File: config.mk
export PLATFORM = sky130hd
export DESIGN_NAME = wrl_regs
export DESIGN_NICKNAME = d
export VERILOG_FILES = /design/src/hw/wrl_pkg.sv /design/src/hw/wrl_regs.sv
export SDC_FILE = /design/constraint.sdc
export NUM_CORES = 1
export LEC_CHECK = 0
export BUFFER_PORTS_ARGS = -buffer_cell sky130_fd_sc_hd__clkbuf_2
export CAP_MARGIN = 40
export CORE_UTILIZATION = 50
export CTS_CLUSTER_SIZE = 40
export DETAILED_ROUTE_END_ITERATION = 7
export HOLD_SLACK_MARGIN = 0.06
export PLACE_DENSITY_LB_ADDON = 0.05
export SYNTH_ARGS = -nofsm -noshare
export SYNTH_HDL_FRONTEND = slang
export SYNTH_SLANG_ARGS = --single-unit
File: constraint.sdc
create_clock -name CLK_SYS -period 4.2 [get_ports CLK_SYS]
set_input_delay 0 -clock CLK_SYS [delete_from_list [all_inputs] [get_ports CLK_SYS]]
set_output_delay 0 -clock CLK_SYS [all_outputs]
set_load 0.005 [all_outputs]
File: src/hw/wrl_pkg.sv
package wrl_pkg;
	localparam logic [7:0] ADDR_BATT_TH = 8'h18;
	localparam logic [7:0] ADDR_MON = 8'h19;
	localparam logic [7:0] ADDR_RECT = 8'h1A;
	localparam logic [7:0] ADDR_TH1 = 8'h1B;
	localparam logic [7:0] ADDR_TH2 = 8'h1C;
	localparam logic [7:0] ADDR_TH3 = 8'h1D;
	localparam logic [7:0] ADDR_TH4 = 8'h1E;
	localparam logic [7:0] ADDR_HYS = 8'h1F;
	localparam logic [7:0] ADDR_SEND = 8'h20;
	localparam logic [7:0] ADDR_TX_HDR = 8'h21;
	localparam logic [7:0] ADDR_TX_M1 = 8'h22;
	localparam logic [7:0] ADDR_TX_M2 = 8'h23;
	localparam logic [7:0] ADDR_RX_HDR = 8'h24;
	localparam logic [7:0] ADDR_RX_M1 = 8'h25;
	localparam logic [7:0] ADDR_RX_M2 = 8'h26;
	localparam logic [7:0] ADDR_RATE = 8'h27;
	localparam logic [7:0] ADDR_DEMOD_TH = 8'h28;
	localparam logic [7:0] ADDR_FLAGS = 8'h30;
	localparam logic [7:0] RST_BATT_TH = 8'h20;
	localparam logic [7:0] RST_TH1 = 8'h0B;
	localparam logic [7:0] RST_TH2 = 8'h17;
	localparam logic [7:0] RST_TH3 = 8'h2E;
	localparam logic [7:0] RST_TH4 = 8'h5B;
	localparam logic [6:0] RST_HYS = 7'h0B;
	localparam logic [1:0] RST_RATE = 2'h1;
	localparam logic [1:0] RST_REF_SAMPLE = 2'h3;
	localparam logic [3:0] RST_ACQ_DELAY = 4'h3;
	localparam logic [7:0] RST_DEMOD_TH = 8'h00;
	localparam int POS_FORCE = 3;
	localparam int POS_FULL_SYNC = 2;
	localparam int POS_APPLY = 7;
	localparam int POS_APPLIED_SYNC = 6;
	localparam int POS_PHASE = 4;
	localparam int POS_RATE = 0;
	localparam int POS_REF = 2;
	localparam int POS_ACQ = 4;

	typedef enum logic [2:0]
	{
		TX_IDLE = 3'b001,
		TX_START = 3'b010,
		TX_BUSY = 3'b100
	} wrl_tx_state_t;

	typedef struct packed
	{
		logic wr;
		logic rd;
		logic [7:0] addr;
		logic [7:0] wdata;
	} wrl_bus_t;

	typedef struct packed
	{
		logic valid;
		logic [7:0] hdr;
		logic [7:0] m1;
		logic [7:0] m2;
	} wrl_packet_t;

	typedef struct packed
	{
		logic [7:0] batt_th;
		logic [1:0] on_res_set;
		logic full_sync;
		logic force_on;
		logic [1:0] applied_res;
		logic applied_sync;
		logic [7:0] th_stage1;
		logic [7:0] th_stage2;
		logic [7:0] th_stage3;
		logic [7:0] th_stage4;
		logic [6:0] hys_stage;
		logic apply;
		logic [8:0] dec1;
		logic [8:0] dec2;
		logic [8:0] dec3;
		logic [8:0] dec4;
		logic [8:0] hys;
		logic send;
		wrl_tx_state_t tx_state;
		logic [7:0] tx_hdr;
		logic [7:0] tx_m1;
		logic [7:0] tx_m2;
		logic [7:0] rx_hdr;
		logic [7:0] rx_m1;
		logic [7:0] rx_m2;
		logic [1:0] rate;
		logic [1:0] ref_sample;
		logic [3:0] acq_delay;
		logic [7:0] demod_th;
		logic rx_flag;
		logic [7:0] rdata;
		logic tx_start;
		logic [1:0] auto_pins_meta;
		logic [1:0] auto_pins;
	} wrl_state_t;
endpackage

File: src/hw/wrl_regs.sv
`timescale 1ns/1ps
// Contract
// Battery difference threshold, 8 bit, reset 32
// Read-only detected monitor resistor code
// Read-only power transfer phase at 0x19[5:4]
// On-resistance setting used only when forced
// Full-sync enable honoured only when forced
// Force bit selects register on-resistance
// Applied resistance and sync mode readable
// Current thresholds are 9-bit comparison codes
// Decreasing thresholds reset 11, 23, 46, 91
// Increasing threshold is decreasing plus hysteresis
// Apply bit loads thresholds, then self-clears
// Thresholds steer rectifier only when pins high
// Send trigger self-clears when transmission completes
// Transmit header and messages, read/write, reset zero
// Received bytes overwritten on each reception
// Link bit rate field, reset 250 bps
// Demod reference sample field, reset 3
// Demod acquire delay field, reset 3
// Demod variation threshold at 0x28
// Packet received flag clears on flag read
// Unassigned bits read zero, writes ignored
module wrl_regs
(
	input wire logic CLK_SYS,
	input wire logic RST,
	input wire logic CE,
	input wire wrl_pkg::wrl_bus_t BUS,
	output logic [7:0] RDATA,
	input wire logic [1:0] MONITOR_RESISTOR_CODE,
	input wire logic [1:0] POWER_TRANSFER_PHASE,
	input wire logic AUTO_POWER_CONTROL_PIN,
	input wire logic RECTIFIER_AUTO_PIN,
	input wire logic [1:0] AUTO_ON_RESISTANCE,
	input wire logic AUTO_SYNC_MODE,
	input wire logic [8:0] CURRENT_MONITOR_CODE,
	input wire wrl_pkg::wrl_packet_t RX_PACKET,
	input wire logic TX_DONE,
	output logic TX_START,
	output logic [7:0] TX_HEADER,
	output logic [7:0] TX_MSG_ONE,
	output logic [7:0] TX_MSG_TWO,
	output logic [1:0] LINK_BIT_RATE,
	output logic [1:0] DEMOD_REFERENCE_SAMPLE,
	output logic [3:0] DEMOD_ACQUIRE_DELAY,
	output logic [7:0] DEMOD_VARIATION_THRESHOLD,
	output logic [7:0] BATTERY_DIFF_THRESHOLD,
	output logic [1:0] APPLIED_ON_RESISTANCE,
	output logic APPLIED_SYNC_MODE,
	output logic PACKET_RECEIVED_FLAG
);
	wrl_pkg::wrl_state_t s_reg;
	wrl_pkg::wrl_state_t s_next;
	logic [1:0] auto_step;

	// Widen an 8-bit threshold byte to the 9-bit compare scale
	function automatic logic [8:0] widen(input logic [7:0] v);
		widen = {1'b0, v};
	endfunction

	// Rectifier step from load current with hysteresis on rising current
	function automatic logic [1:0] step_of(
		input logic [8:0] cur,
		input logic [1:0] prev,
		input logic [8:0] d1,
		input logic [8:0] d2,
		input logic [8:0] d3,
		input logic [8:0] d4,
		input logic [8:0] h);
		logic [1:0] r;
		logic [9:0] up;
		r = prev;
		up = {1'b0, d1} + {1'b0, h};
		if (prev == 2'h0 && {1'b0, cur} > up)
		begin
			r = 2'h1;
		end
		up = {1'b0, d2} + {1'b0, h};
		if (prev == 2'h1 && {1'b0, cur} > up)
		begin
			r = 2'h2;
		end
		up = {1'b0, d3} + {1'b0, h};
		if (prev == 2'h2 && {1'b0, cur} > up)
		begin
			r = 2'h3;
		end
		if (prev == 2'h1 && cur < d1)
		begin
			r = 2'h0;
		end
		if (prev == 2'h2 && cur < d2)
		begin
			r = 2'h1;
		end
		if (prev == 2'h3 && cur < d3)
		begin
			r = 2'h2;
		end
		if (cur < d4)
		begin
			r = r;
		end
		step_of = r;
	endfunction

	always_comb
	begin
		s_next = s_reg;
		s_next.tx_start = 1'b0;
		s_next.auto_pins_meta = {AUTO_POWER_CONTROL_PIN, RECTIFIER_AUTO_PIN};
		s_next.auto_pins = s_reg.auto_pins_meta;
		auto_step = step_of(CURRENT_MONITOR_CODE, s_reg.applied_res,
			s_reg.dec1, s_reg.dec2, s_reg.dec3, s_reg.dec4, s_reg.hys);
		// Applied rectifier setting
		if (s_reg.force_on)
		begin
			s_next.applied_res = s_reg.on_res_set;
			s_next.applied_sync = s_reg.full_sync;
		end
		else if (s_reg.auto_pins == 2'b11)
		begin
			s_next.applied_res = auto_step;
			s_next.applied_sync = AUTO_SYNC_MODE;
		end
		else
		begin
			s_next.applied_res = AUTO_ON_RESISTANCE;
			s_next.applied_sync = AUTO_SYNC_MODE;
		end
		// Staged thresholds take effect one cycle after the apply write
		if (s_reg.apply)
		begin
			s_next.dec1 = widen(s_reg.th_stage1);
			s_next.dec2 = widen(s_reg.th_stage2);
			s_next.dec3 = widen(s_reg.th_stage3);
			s_next.dec4 = widen(s_reg.th_stage4);
			s_next.hys = {2'h0, s_reg.hys_stage};
			s_next.apply = 1'b0;
		end
		// Transmit sequencing
		case (s_reg.tx_state)
			wrl_pkg::TX_IDLE:
			begin
				if (s_reg.send)
				begin
					s_next.tx_state = wrl_pkg::TX_START;
				end
			end
			wrl_pkg::TX_START:
			begin
				s_next.tx_start = 1'b1;
				s_next.tx_state = wrl_pkg::TX_BUSY;
			end
			wrl_pkg::TX_BUSY:
			begin
				if (TX_DONE)
				begin
					s_next.send = 1'b0;
					s_next.tx_state = wrl_pkg::TX_IDLE;
				end
			end
			default:
			begin
				s_next.tx_state = wrl_pkg::TX_IDLE;
			end
		endcase
		// Read mux, unassigned bits return zero
		s_next.rdata = 8'h00;
		if (BUS.rd)
		begin
			case (BUS.addr)
				wrl_pkg::ADDR_BATT_TH: s_next.rdata = s_reg.batt_th;
				wrl_pkg::ADDR_MON: s_next.rdata = {2'h0,
					POWER_TRANSFER_PHASE, 2'h0, MONITOR_RESISTOR_CODE};
				wrl_pkg::ADDR_RECT: s_next.rdata = {1'b0,
					s_reg.applied_sync, s_reg.applied_res,
					s_reg.force_on, s_reg.full_sync, s_reg.on_res_set};
				wrl_pkg::ADDR_TH1: s_next.rdata = s_reg.th_stage1;
				wrl_pkg::ADDR_TH2: s_next.rdata = s_reg.th_stage2;
				wrl_pkg::ADDR_TH3: s_next.rdata = s_reg.th_stage3;
				wrl_pkg::ADDR_TH4: s_next.rdata = s_reg.th_stage4;
				wrl_pkg::ADDR_HYS: s_next.rdata = {s_reg.apply,
					s_reg.hys_stage};
				wrl_pkg::ADDR_SEND: s_next.rdata = {7'h00, s_reg.send};
				wrl_pkg::ADDR_TX_HDR: s_next.rdata = s_reg.tx_hdr;
				wrl_pkg::ADDR_TX_M1: s_next.rdata = s_reg.tx_m1;
				wrl_pkg::ADDR_TX_M2: s_next.rdata = s_reg.tx_m2;
				wrl_pkg::ADDR_RX_HDR: s_next.rdata = s_reg.rx_hdr;
				wrl_pkg::ADDR_RX_M1: s_next.rdata = s_reg.rx_m1;
				wrl_pkg::ADDR_RX_M2: s_next.rdata = s_reg.rx_m2;
				wrl_pkg::ADDR_RATE: s_next.rdata = {s_reg.acq_delay,
					s_reg.ref_sample, s_reg.rate};
				wrl_pkg::ADDR_DEMOD_TH: s_next.rdata = s_reg.demod_th;
				wrl_pkg::ADDR_FLAGS:
				begin
					s_next.rdata = {7'h00, s_reg.rx_flag};
					s_next.rx_flag = 1'b0;
				end
				default: s_next.rdata = 8'h00;
			endcase
		end
		if (BUS.wr)
		begin
			case (BUS.addr)
				wrl_pkg::ADDR_BATT_TH: s_next.batt_th = BUS.wdata;
				wrl_pkg::ADDR_RECT:
				begin
					s_next.on_res_set = BUS.wdata[1:0];
					s_next.full_sync = BUS.wdata[wrl_pkg::POS_FULL_SYNC];
					s_next.force_on = BUS.wdata[wrl_pkg::POS_FORCE];
				end
				wrl_pkg::ADDR_TH1: s_next.th_stage1 = BUS.wdata;
				wrl_pkg::ADDR_TH2: s_next.th_stage2 = BUS.wdata;
				wrl_pkg::ADDR_TH3: s_next.th_stage3 = BUS.wdata;
				wrl_pkg::ADDR_TH4: s_next.th_stage4 = BUS.wdata;
				wrl_pkg::ADDR_HYS:
				begin
					s_next.hys_stage = BUS.wdata[6:0];
					s_next.apply = BUS.wdata[wrl_pkg::POS_APPLY];
				end
				wrl_pkg::ADDR_SEND:
				begin
					if (BUS.wdata[0])
					begin
						s_next.send = 1'b1;
					end
				end
				wrl_pkg::ADDR_TX_HDR: s_next.tx_hdr = BUS.wdata;
				wrl_pkg::ADDR_TX_M1: s_next.tx_m1 = BUS.wdata;
				wrl_pkg::ADDR_TX_M2: s_next.tx_m2 = BUS.wdata;
				wrl_pkg::ADDR_RATE:
				begin
					s_next.rate = BUS.wdata[1:0];
					s_next.ref_sample = BUS.wdata[3:2];
					s_next.acq_delay = BUS.wdata[7:4];
				end
				wrl_pkg::ADDR_DEMOD_TH: s_next.demod_th = BUS.wdata;
				default:
				begin
				end
			endcase
		end
		// Reception overwrites unread bytes; set wins over the read clear
		if (RX_PACKET.valid)
		begin
			s_next.rx_hdr = RX_PACKET.hdr;
			s_next.rx_m1 = RX_PACKET.m1;
			s_next.rx_m2 = RX_PACKET.m2;
			s_next.rx_flag = 1'b1;
		end
	end

	always_ff @(posedge CLK_SYS)
	begin
		if (RST)
		begin
			s_reg <= '0;
			s_reg.batt_th <= wrl_pkg::RST_BATT_TH;
			s_reg.th_stage1 <= wrl_pkg::RST_TH1;
			s_reg.th_stage2 <= wrl_pkg::RST_TH2;
			s_reg.th_stage3 <= wrl_pkg::RST_TH3;
			s_reg.th_stage4 <= wrl_pkg::RST_TH4;
			s_reg.hys_stage <= wrl_pkg::RST_HYS;
			s_reg.dec1 <= {1'b0, wrl_pkg::RST_TH1};
			s_reg.dec2 <= {1'b0, wrl_pkg::RST_TH2};
			s_reg.dec3 <= {1'b0, wrl_pkg::RST_TH3};
			s_reg.dec4 <= {1'b0, wrl_pkg::RST_TH4};
			s_reg.hys <= {2'h0, wrl_pkg::RST_HYS};
			s_reg.tx_state <= wrl_pkg::TX_IDLE;
			s_reg.rate <= wrl_pkg::RST_RATE;
			s_reg.ref_sample <= wrl_pkg::RST_REF_SAMPLE;
			s_reg.acq_delay <= wrl_pkg::RST_ACQ_DELAY;
			s_reg.demod_th <= wrl_pkg::RST_DEMOD_TH;
		end
		else if (CE)
		begin
			s_reg <= s_next;
		end
	end

	assign RDATA = s_reg.rdata;
	assign TX_START = s_reg.tx_start;
	assign TX_HEADER = s_reg.tx_hdr;
	assign TX_MSG_ONE = s_reg.tx_m1;
	assign TX_MSG_TWO = s_reg.tx_m2;
	assign LINK_BIT_RATE = s_reg.rate;
	assign DEMOD_REFERENCE_SAMPLE = s_reg.ref_sample;
	assign DEMOD_ACQUIRE_DELAY = s_reg.acq_delay;
	assign DEMOD_VARIATION_THRESHOLD = s_reg.demod_th;
	assign BATTERY_DIFF_THRESHOLD = s_reg.batt_th;
	assign APPLIED_ON_RESISTANCE = s_reg.applied_res;
	assign APPLIED_SYNC_MODE = s_reg.applied_sync;
	assign PACKET_RECEIVED_FLAG = s_reg.rx_flag;
endmodule // wrl_regs

# ---- Word-level counts from Yosys, hierarchy flattened
# Index checks and enable logic that the tools add are counted.
dict set report word_totals {
  register_bits 168
  inputBits 65
  out_inout_bits 61
  word_cells 118
}
dict set report classes {
  n_addsub 3
  n_lt_le_gt_ge 6
  n_eq_ne 28
  n_mux 22
  reduce_logical 26
}
# cell count
set op_table {}
lappend op_table {{8-bit one-hot mux with 18 select lines} 1}
lappend op_table {{8-bit by 6-bit == test with 1-bit output (second input constant)} 10}
lappend op_table {{8-bit by 5-bit == test with 1-bit output (second input constant)} 8}
lappend op_table {{3-bit AND reduction} 14}
lappend op_table {{8-bit by 7-bit adder with 9-bit output} 3}
lappend op_table {{9-bit greater-than comparator} 3}
lappend op_table {{9-bit by 8-bit less-than comparator with 1-bit output} 3}
lappend op_table {{2-bit two-way mux} 6}
lappend op_table {{1-bit two-way mux} 9}
lappend op_table {{3-bit two-way mux} 3}
lappend op_table {{9-bit two-way mux} 1}
lappend op_table {{3-bit one-hot mux with 3 select lines} 1}
lappend op_table {{8-bit != test (second input constant)} 1}
lappend op_table {{2-bit == test (second input constant)} 3}
lappend op_table {{1-bit logical AND} 6}
lappend op_table {{2-bit AND reduction} 3}
lappend op_table {{4-bit two-way mux} 1}
lappend op_table {{2-bit != test (second input constant)} 2}
lappend op_table {{2-bit nonzero test} 2}
lappend op_table {{3-bit by 1-bit == test with 1-bit output (second input constant)} 1}
lappend op_table {{3-bit by 2-bit == test with 1-bit output (second input constant)} 1}
lappend op_table {{3-bit == test (second input constant)} 1}
lappend op_table {{2-bit by 1-bit == test with 1-bit output (second input constant)} 1}
lappend op_table {{2-bit logical NOT} 1}

# ---- Depth between registers and ports, before layout
dict set report logic_depth {
  ltp_word 11
  ltp_mapped 18
  ltp_nobuf 18
}

# ---- Worst setup path before layout
# No wires, ideal clock.
dict set report synth_timing {
  path_kind {flip-flop to flip-flop}
  from {register s_reg[82] (netlist bit)}
  to {register s_reg, in the netlist APPLIED_ON_RESISTANCE[1]}
  setup_ns 0.121
  arrival_ns 3.463
  required_time_ns 4.079
  slack_ns 0.615
  path_stages_with_launch 17
  n_path_buf 0
  synth_period_minus_slack_ns 3.585
  path_cell_list {dfxtp_1 > ha_1 > fa_1 > a21oi_1 > nor2_1 > nor2_1 > o21bai_1 > a21oi_1 > nor2b_1 > o21ai_0 > ha_1 > a21oi_1 > o21ai_0 > or4b_1 > a211o_1 > o31ai_4 > mux2_4}
}
dict set report synth_between {
  elab_chain_cells 10
  elab_cells_between_ends 18
  cone_classes {add/sub: 3; order compare: 3; eq/ne: 1; mux: 7; reduce/logical: 4}
}
# item line_no
set synth_rtl {}
lappend synth_rtl {{start, declared} wrl_regs.sv:53} ;# wrl_pkg::wrl_state_t s_reg;
lappend synth_rtl {{start signal, assigned} wrl_regs.sv:279} ;# s_reg <= s_next;
lappend synth_rtl {{8-bit by 7-bit adder with 9-bit output} wrl_regs.sv:79} ;# up = {1'b0, d2} + {1'b0, h};
lappend synth_rtl {{9-bit greater-than comparator} wrl_regs.sv:80} ;# if (prev == 2'h1 && {1'b0, cur} > up)
lappend synth_rtl {{1-bit logical AND} wrl_regs.sv:80}
lappend synth_rtl {{2-bit two-way mux} wrl_regs.sv:80}
lappend synth_rtl {{2-bit two-way mux} wrl_regs.sv:85} ;# if (prev == 2'h2 && {1'b0, cur} > up)
lappend synth_rtl {{2-bit two-way mux} wrl_regs.sv:89} ;# if (prev == 2'h1 && cur < d1)
lappend synth_rtl {{2-bit two-way mux} wrl_regs.sv:93} ;# if (prev == 2'h2 && cur < d2)
lappend synth_rtl {{2-bit two-way mux} wrl_regs.sv:97} ;# if (prev == 2'h3 && cur < d3)
lappend synth_rtl {{3-bit two-way mux} wrl_regs.sv:122} ;# else if (s_reg.auto_pins == 2'b11)
lappend synth_rtl {{3-bit two-way mux} wrl_regs.sv:117} ;# if (s_reg.force_on)
# Parallel ways exist; a longest one is shown, timed or not.
# A chain may end at the register's enable or synchronous reset.

# ---- Worst setup path after layout
# Same ends and word-level chain as after synthesis.

==> metrics.md <==
| Metric | Value |
|---|---|
| Root buf cell | clkbuf_16 |
| Final HPWL DP | 21,790 µm |
| Slowest CP cell | or4b_1 |
| Nets | 1,413 |
| Die area | 19,590 µm² |
| Number of port buffers | 125 |
| Max IR drop VDD | 315.9 µV |
| Max Clock Skew | 0.009850 ns |
| WL met3 | 1961 µm |
| Worst reg2reg path endpoint | APPLIED_ON_RESISTANCE[1] |
| Worst Path Buf+Inv | 0 |
| Sequential share of the synthesized area | 35.33% |
| Crit path launch type | flip-flop |
| Ant. Diodes | 0 |
| Yosys reg bits | 168 |
| Yosys warning total | 0 |
| Vias per cell | 5.689 |
| Avg Inst Size Synth | 7.999 µm² |
| IO Pins | 126 |
| Initial antenna violation count | 0 |
| Leak pwr | 4.487 nW |
| Place WS | 0.3450 ns |
| CP endpoint | APPLIED_ON_RESISTANCE[1] |
| Number of setup violations in the final report | 0 |
| CP Max Fanout | 4 |
| Tcrit/Tclk final | 91.82% |
| Area grow syn2layout | 14.67% |
| Setup Crit Path Kind | flip-flop to flip-flop |
| Critical Path Max Stage Delay | 0.47 ns |
| Max Freq | 0.2593 GHz |
| Post-synth net total | 1,327 |
| WL final | 29,070 µm |
| Syn Inst Count | 1,190 |
| Max reg flops | 105 |
| Clock sinks | 168 |
| R2r startpoint | s_reg[82] |
| Global placer's final weighted congestion | 0.8631 |
| Crit-path cells | ha_1, fa_1, a21oi_1, nor2_1, nor2_1, o21bai_1, a21oi_2, nor2b_1, o21ai_0, ha_1, a21oi_1, o21ai_0, or4b_1, a211o_1, o31ai_4, mux2_4 |
| Clk Latency, worst-skew pair | 0.43 ns |
| Most common flop cell mapped by yosys | dfxtp_1 |
| Drc violations | 0 |
| Reg2Reg Depth | 16 |
| Post-synth ARST share | 0% |
| Crit end category | flip-flop |
| Via count | 8,665 |
| CP Data Arrival Time | 4.17 ns |
| Crit path max-delay family | compound AO/OA/AOI/OAI gates |
| Gr ovfl total | 0 |
| Synth area leader | dfxtp_1 |
| CP required | 4.52 ns |
| Worst-path clk slew | 0.07 ns |
| CORE AREA | 18,710 µm² |
| DIE HEIGHT | 140.0 µm |
| Yosys cell types | 67 |
| Setup TNS | 0 ns |
| CP startpoint | s_reg[82] |
| First-pass GRT wire length | 45,130 µm |
| Mean routed wirelength per cell | 19.09 µm |
| Cts bufs inserted | 17 |
| Worst path depth | 16 |
| Status | finished clean |
| HP Start | BUS[0] |
| WL met2 | 12,660 µm |
| Min-Delay Path Class | input pin to flip-flop |
| Slew Limit Fails | 0 |
| Final WS setup | 0.3434 ns |
| Initial core utilization | 50.89% |
| Number of global-route vias before repair | 7,999 |
| RSZ-0062 raised after global routing | no |
| Ranking of synthesized cells by area | dfxtp_1, nand2_1, ha_1 |
| Yosys top cell area share | 35.33% |
| Post-CTS Repair Setup Buffers | 0 |
| Row cnt | 50 |
| M1 wire length | 13,680 µm |
| R2R setup slack | 0.34 ns |
| Largest net degree at the start of global routing | 83 |
| Layout cell share with drive strength beyond 1 | 14.82% |
| DRT iter0 DRCs | 860 |
| Worst-Margin Slew | 0.9003 ns |
| CTS tree | done |
| Cell Pwr Density | 325.5 nW/µm² |
| Max cap viols | 0 |
| Final Hold Fails | 0 |
| DR pass1 iterations | 7 |
| H-tree depth | 4 |
| Clock tree buffer depth | 2 |
| Post-route ant nets | 0 |
| Rel. slew slack | 39.98% |
| Die width | 140.0 µm |
| Max layer used | met4 |
| Number of synthesized flops with an enable pin | 0 |
| Minimum clock period after layout | 3.857 ns |
| Total track usage | 30.52% |
| Post-synthesis instance area | 9519 µm² |
==> area by class of cell <==
cell class                 instances  area (µm²)
clock inverter                    12       163.9
sequential                       168        3364
clock buffer                      20       446.7
tap                              234       292.8
inverter                          40       150.1
timing repair buffer             180        1146
multi-input combinational        869        5351
fill                            1740        7790
==> cells in the mapped netlist, types with 3 or more instances <==
cell	n
a2111oi_0	3
a211o_1	7
a211oi_1	3
a21boi_0	3
a21o_1	6
a21oi_1	129
a221oi_1	6
a222oi_1	3
a22o_1	6
a22oi_1	25
and2_1	6
and3_1	3
and4_1	3
buf_1	6
buf_2	7
buf_4	60
clkbuf_1	40
dfxtp_1	168
fa_1	3
ha_1	69
inv_1	40
mux2_2	4
mux2i_1	34
mux4_2	4
nand2_1	287
nand2b_1	11
nand3_1	20
nand3b_1	35
nand4_1	12
nor2_1	57
nor2_2	3
nor2b_1	17
nor3_1	14
o21ai_0	28
o21ai_1	7
o21bai_1	4
o31ai_1	5
xnor2_1	7
xor2_1	8
==> worst min-delay path, cell delays in order <==
cell,delay [ns]
clkbuf_2,0.30
nand2_1,0.14
a21oi_1,0.05
==> where the power goes <==
| group | internal [mW] | total, mW | leakage, nW | switching (mW) |
|---|---|---|---|---|
| registers | 1.61 | 1.62 | 1.36 | 0.0130 |
| clock network | 0.963 | 1.65 | 0.290 | 0.687 |
| logic | 0.112 | 0.282 | 2.84 | 0.170 |
==> layout by cell type (no fill, tap or decap), types with 11 or more instances in the layout <==
| cell | count |
|---|---|
| nand2_1 | 287 |
| dfxtp_1 | 167 |
| a21oi_1 | 128 |
| clkbuf_2 | 124 |
| ha_1 | 69 |
| nor2_1 | 57 |
| inv_1 | 40 |
| dlygate4sd3_1 | 39 |
| nand3b_1 | 35 |
| mux2i_1 | 34 |
| o21ai_0 | 28 |
| a22oi_1 | 25 |
| nand3_1 | 20 |
| nor2b_1 | 17 |
| clkbuf_16 | 17 |
| nor3_1 | 14 |
| nand4_1 | 12 |
| nand2b_1 | 11 |
==> cell families (layout without fill, tap and decap cells) <==
group / count (synthesis) / in the layout / synth area share, %
AND/OR/NAND/NOR: 482 / 482 / 23.08
AO/OA/AOI/OAI: 257 / 257 / 16.86
flip-flops: 168 / 168 / 35.33
buffers and inverters: 153 / 252 / 8.491
adder cells (fa/ha/maj): 72 / 72 / 9.700
multiplexers: 43 / 43 / 5.152
XOR/XNOR: 15 / 15 / 1.380
==> how the worst min path moves through the flow <==
stage	to	cells past startpoint
6_report	TX_MSG_TWO[0]	3
5_1_grt	TX_MSG_ONE[3]	3
4_1_cts	TX_MSG_ONE[3]	3
3_5_place_dp	s_reg[35]	3
3_3_place_gp	s_reg[50]	3
2_1_floorplan	s_reg[128]	1
==> metrics by stage <==
step	cells	power, mW	hold slack (ns)	instance area (µm²)	util (%)
finish	1523	3.552	0.1010	10920	58.35
CTS	1523	3.568	0.07477	10910	58.33
global placement	1442	1.905	0.2249	9827	52.54
floorplan	1190	1.802	0.1179	9519	-
global route	1523	3.661	0.08797	10920	58.35
detailed placement	1452	1.908	0.2315	9910	52.98
==> what timing repair did <==
action                                  4_1_cts  5_1_grt
resized for setup                             0        2
hold endpoints to repair                     76        0
endpoints found under the setup margin        0        1
hold buffers                                 39        0
==> per-layer routing <==
layer | vias up | global-route usage (%)
li1 | 4242 | -
met1 | 4066 | 43.60
met2 | 317 | 45.55
met3 | 40 | 5.880
met4 | 0 | 10.99
met5 | - | 0
(Power assumes the default switching activity.)
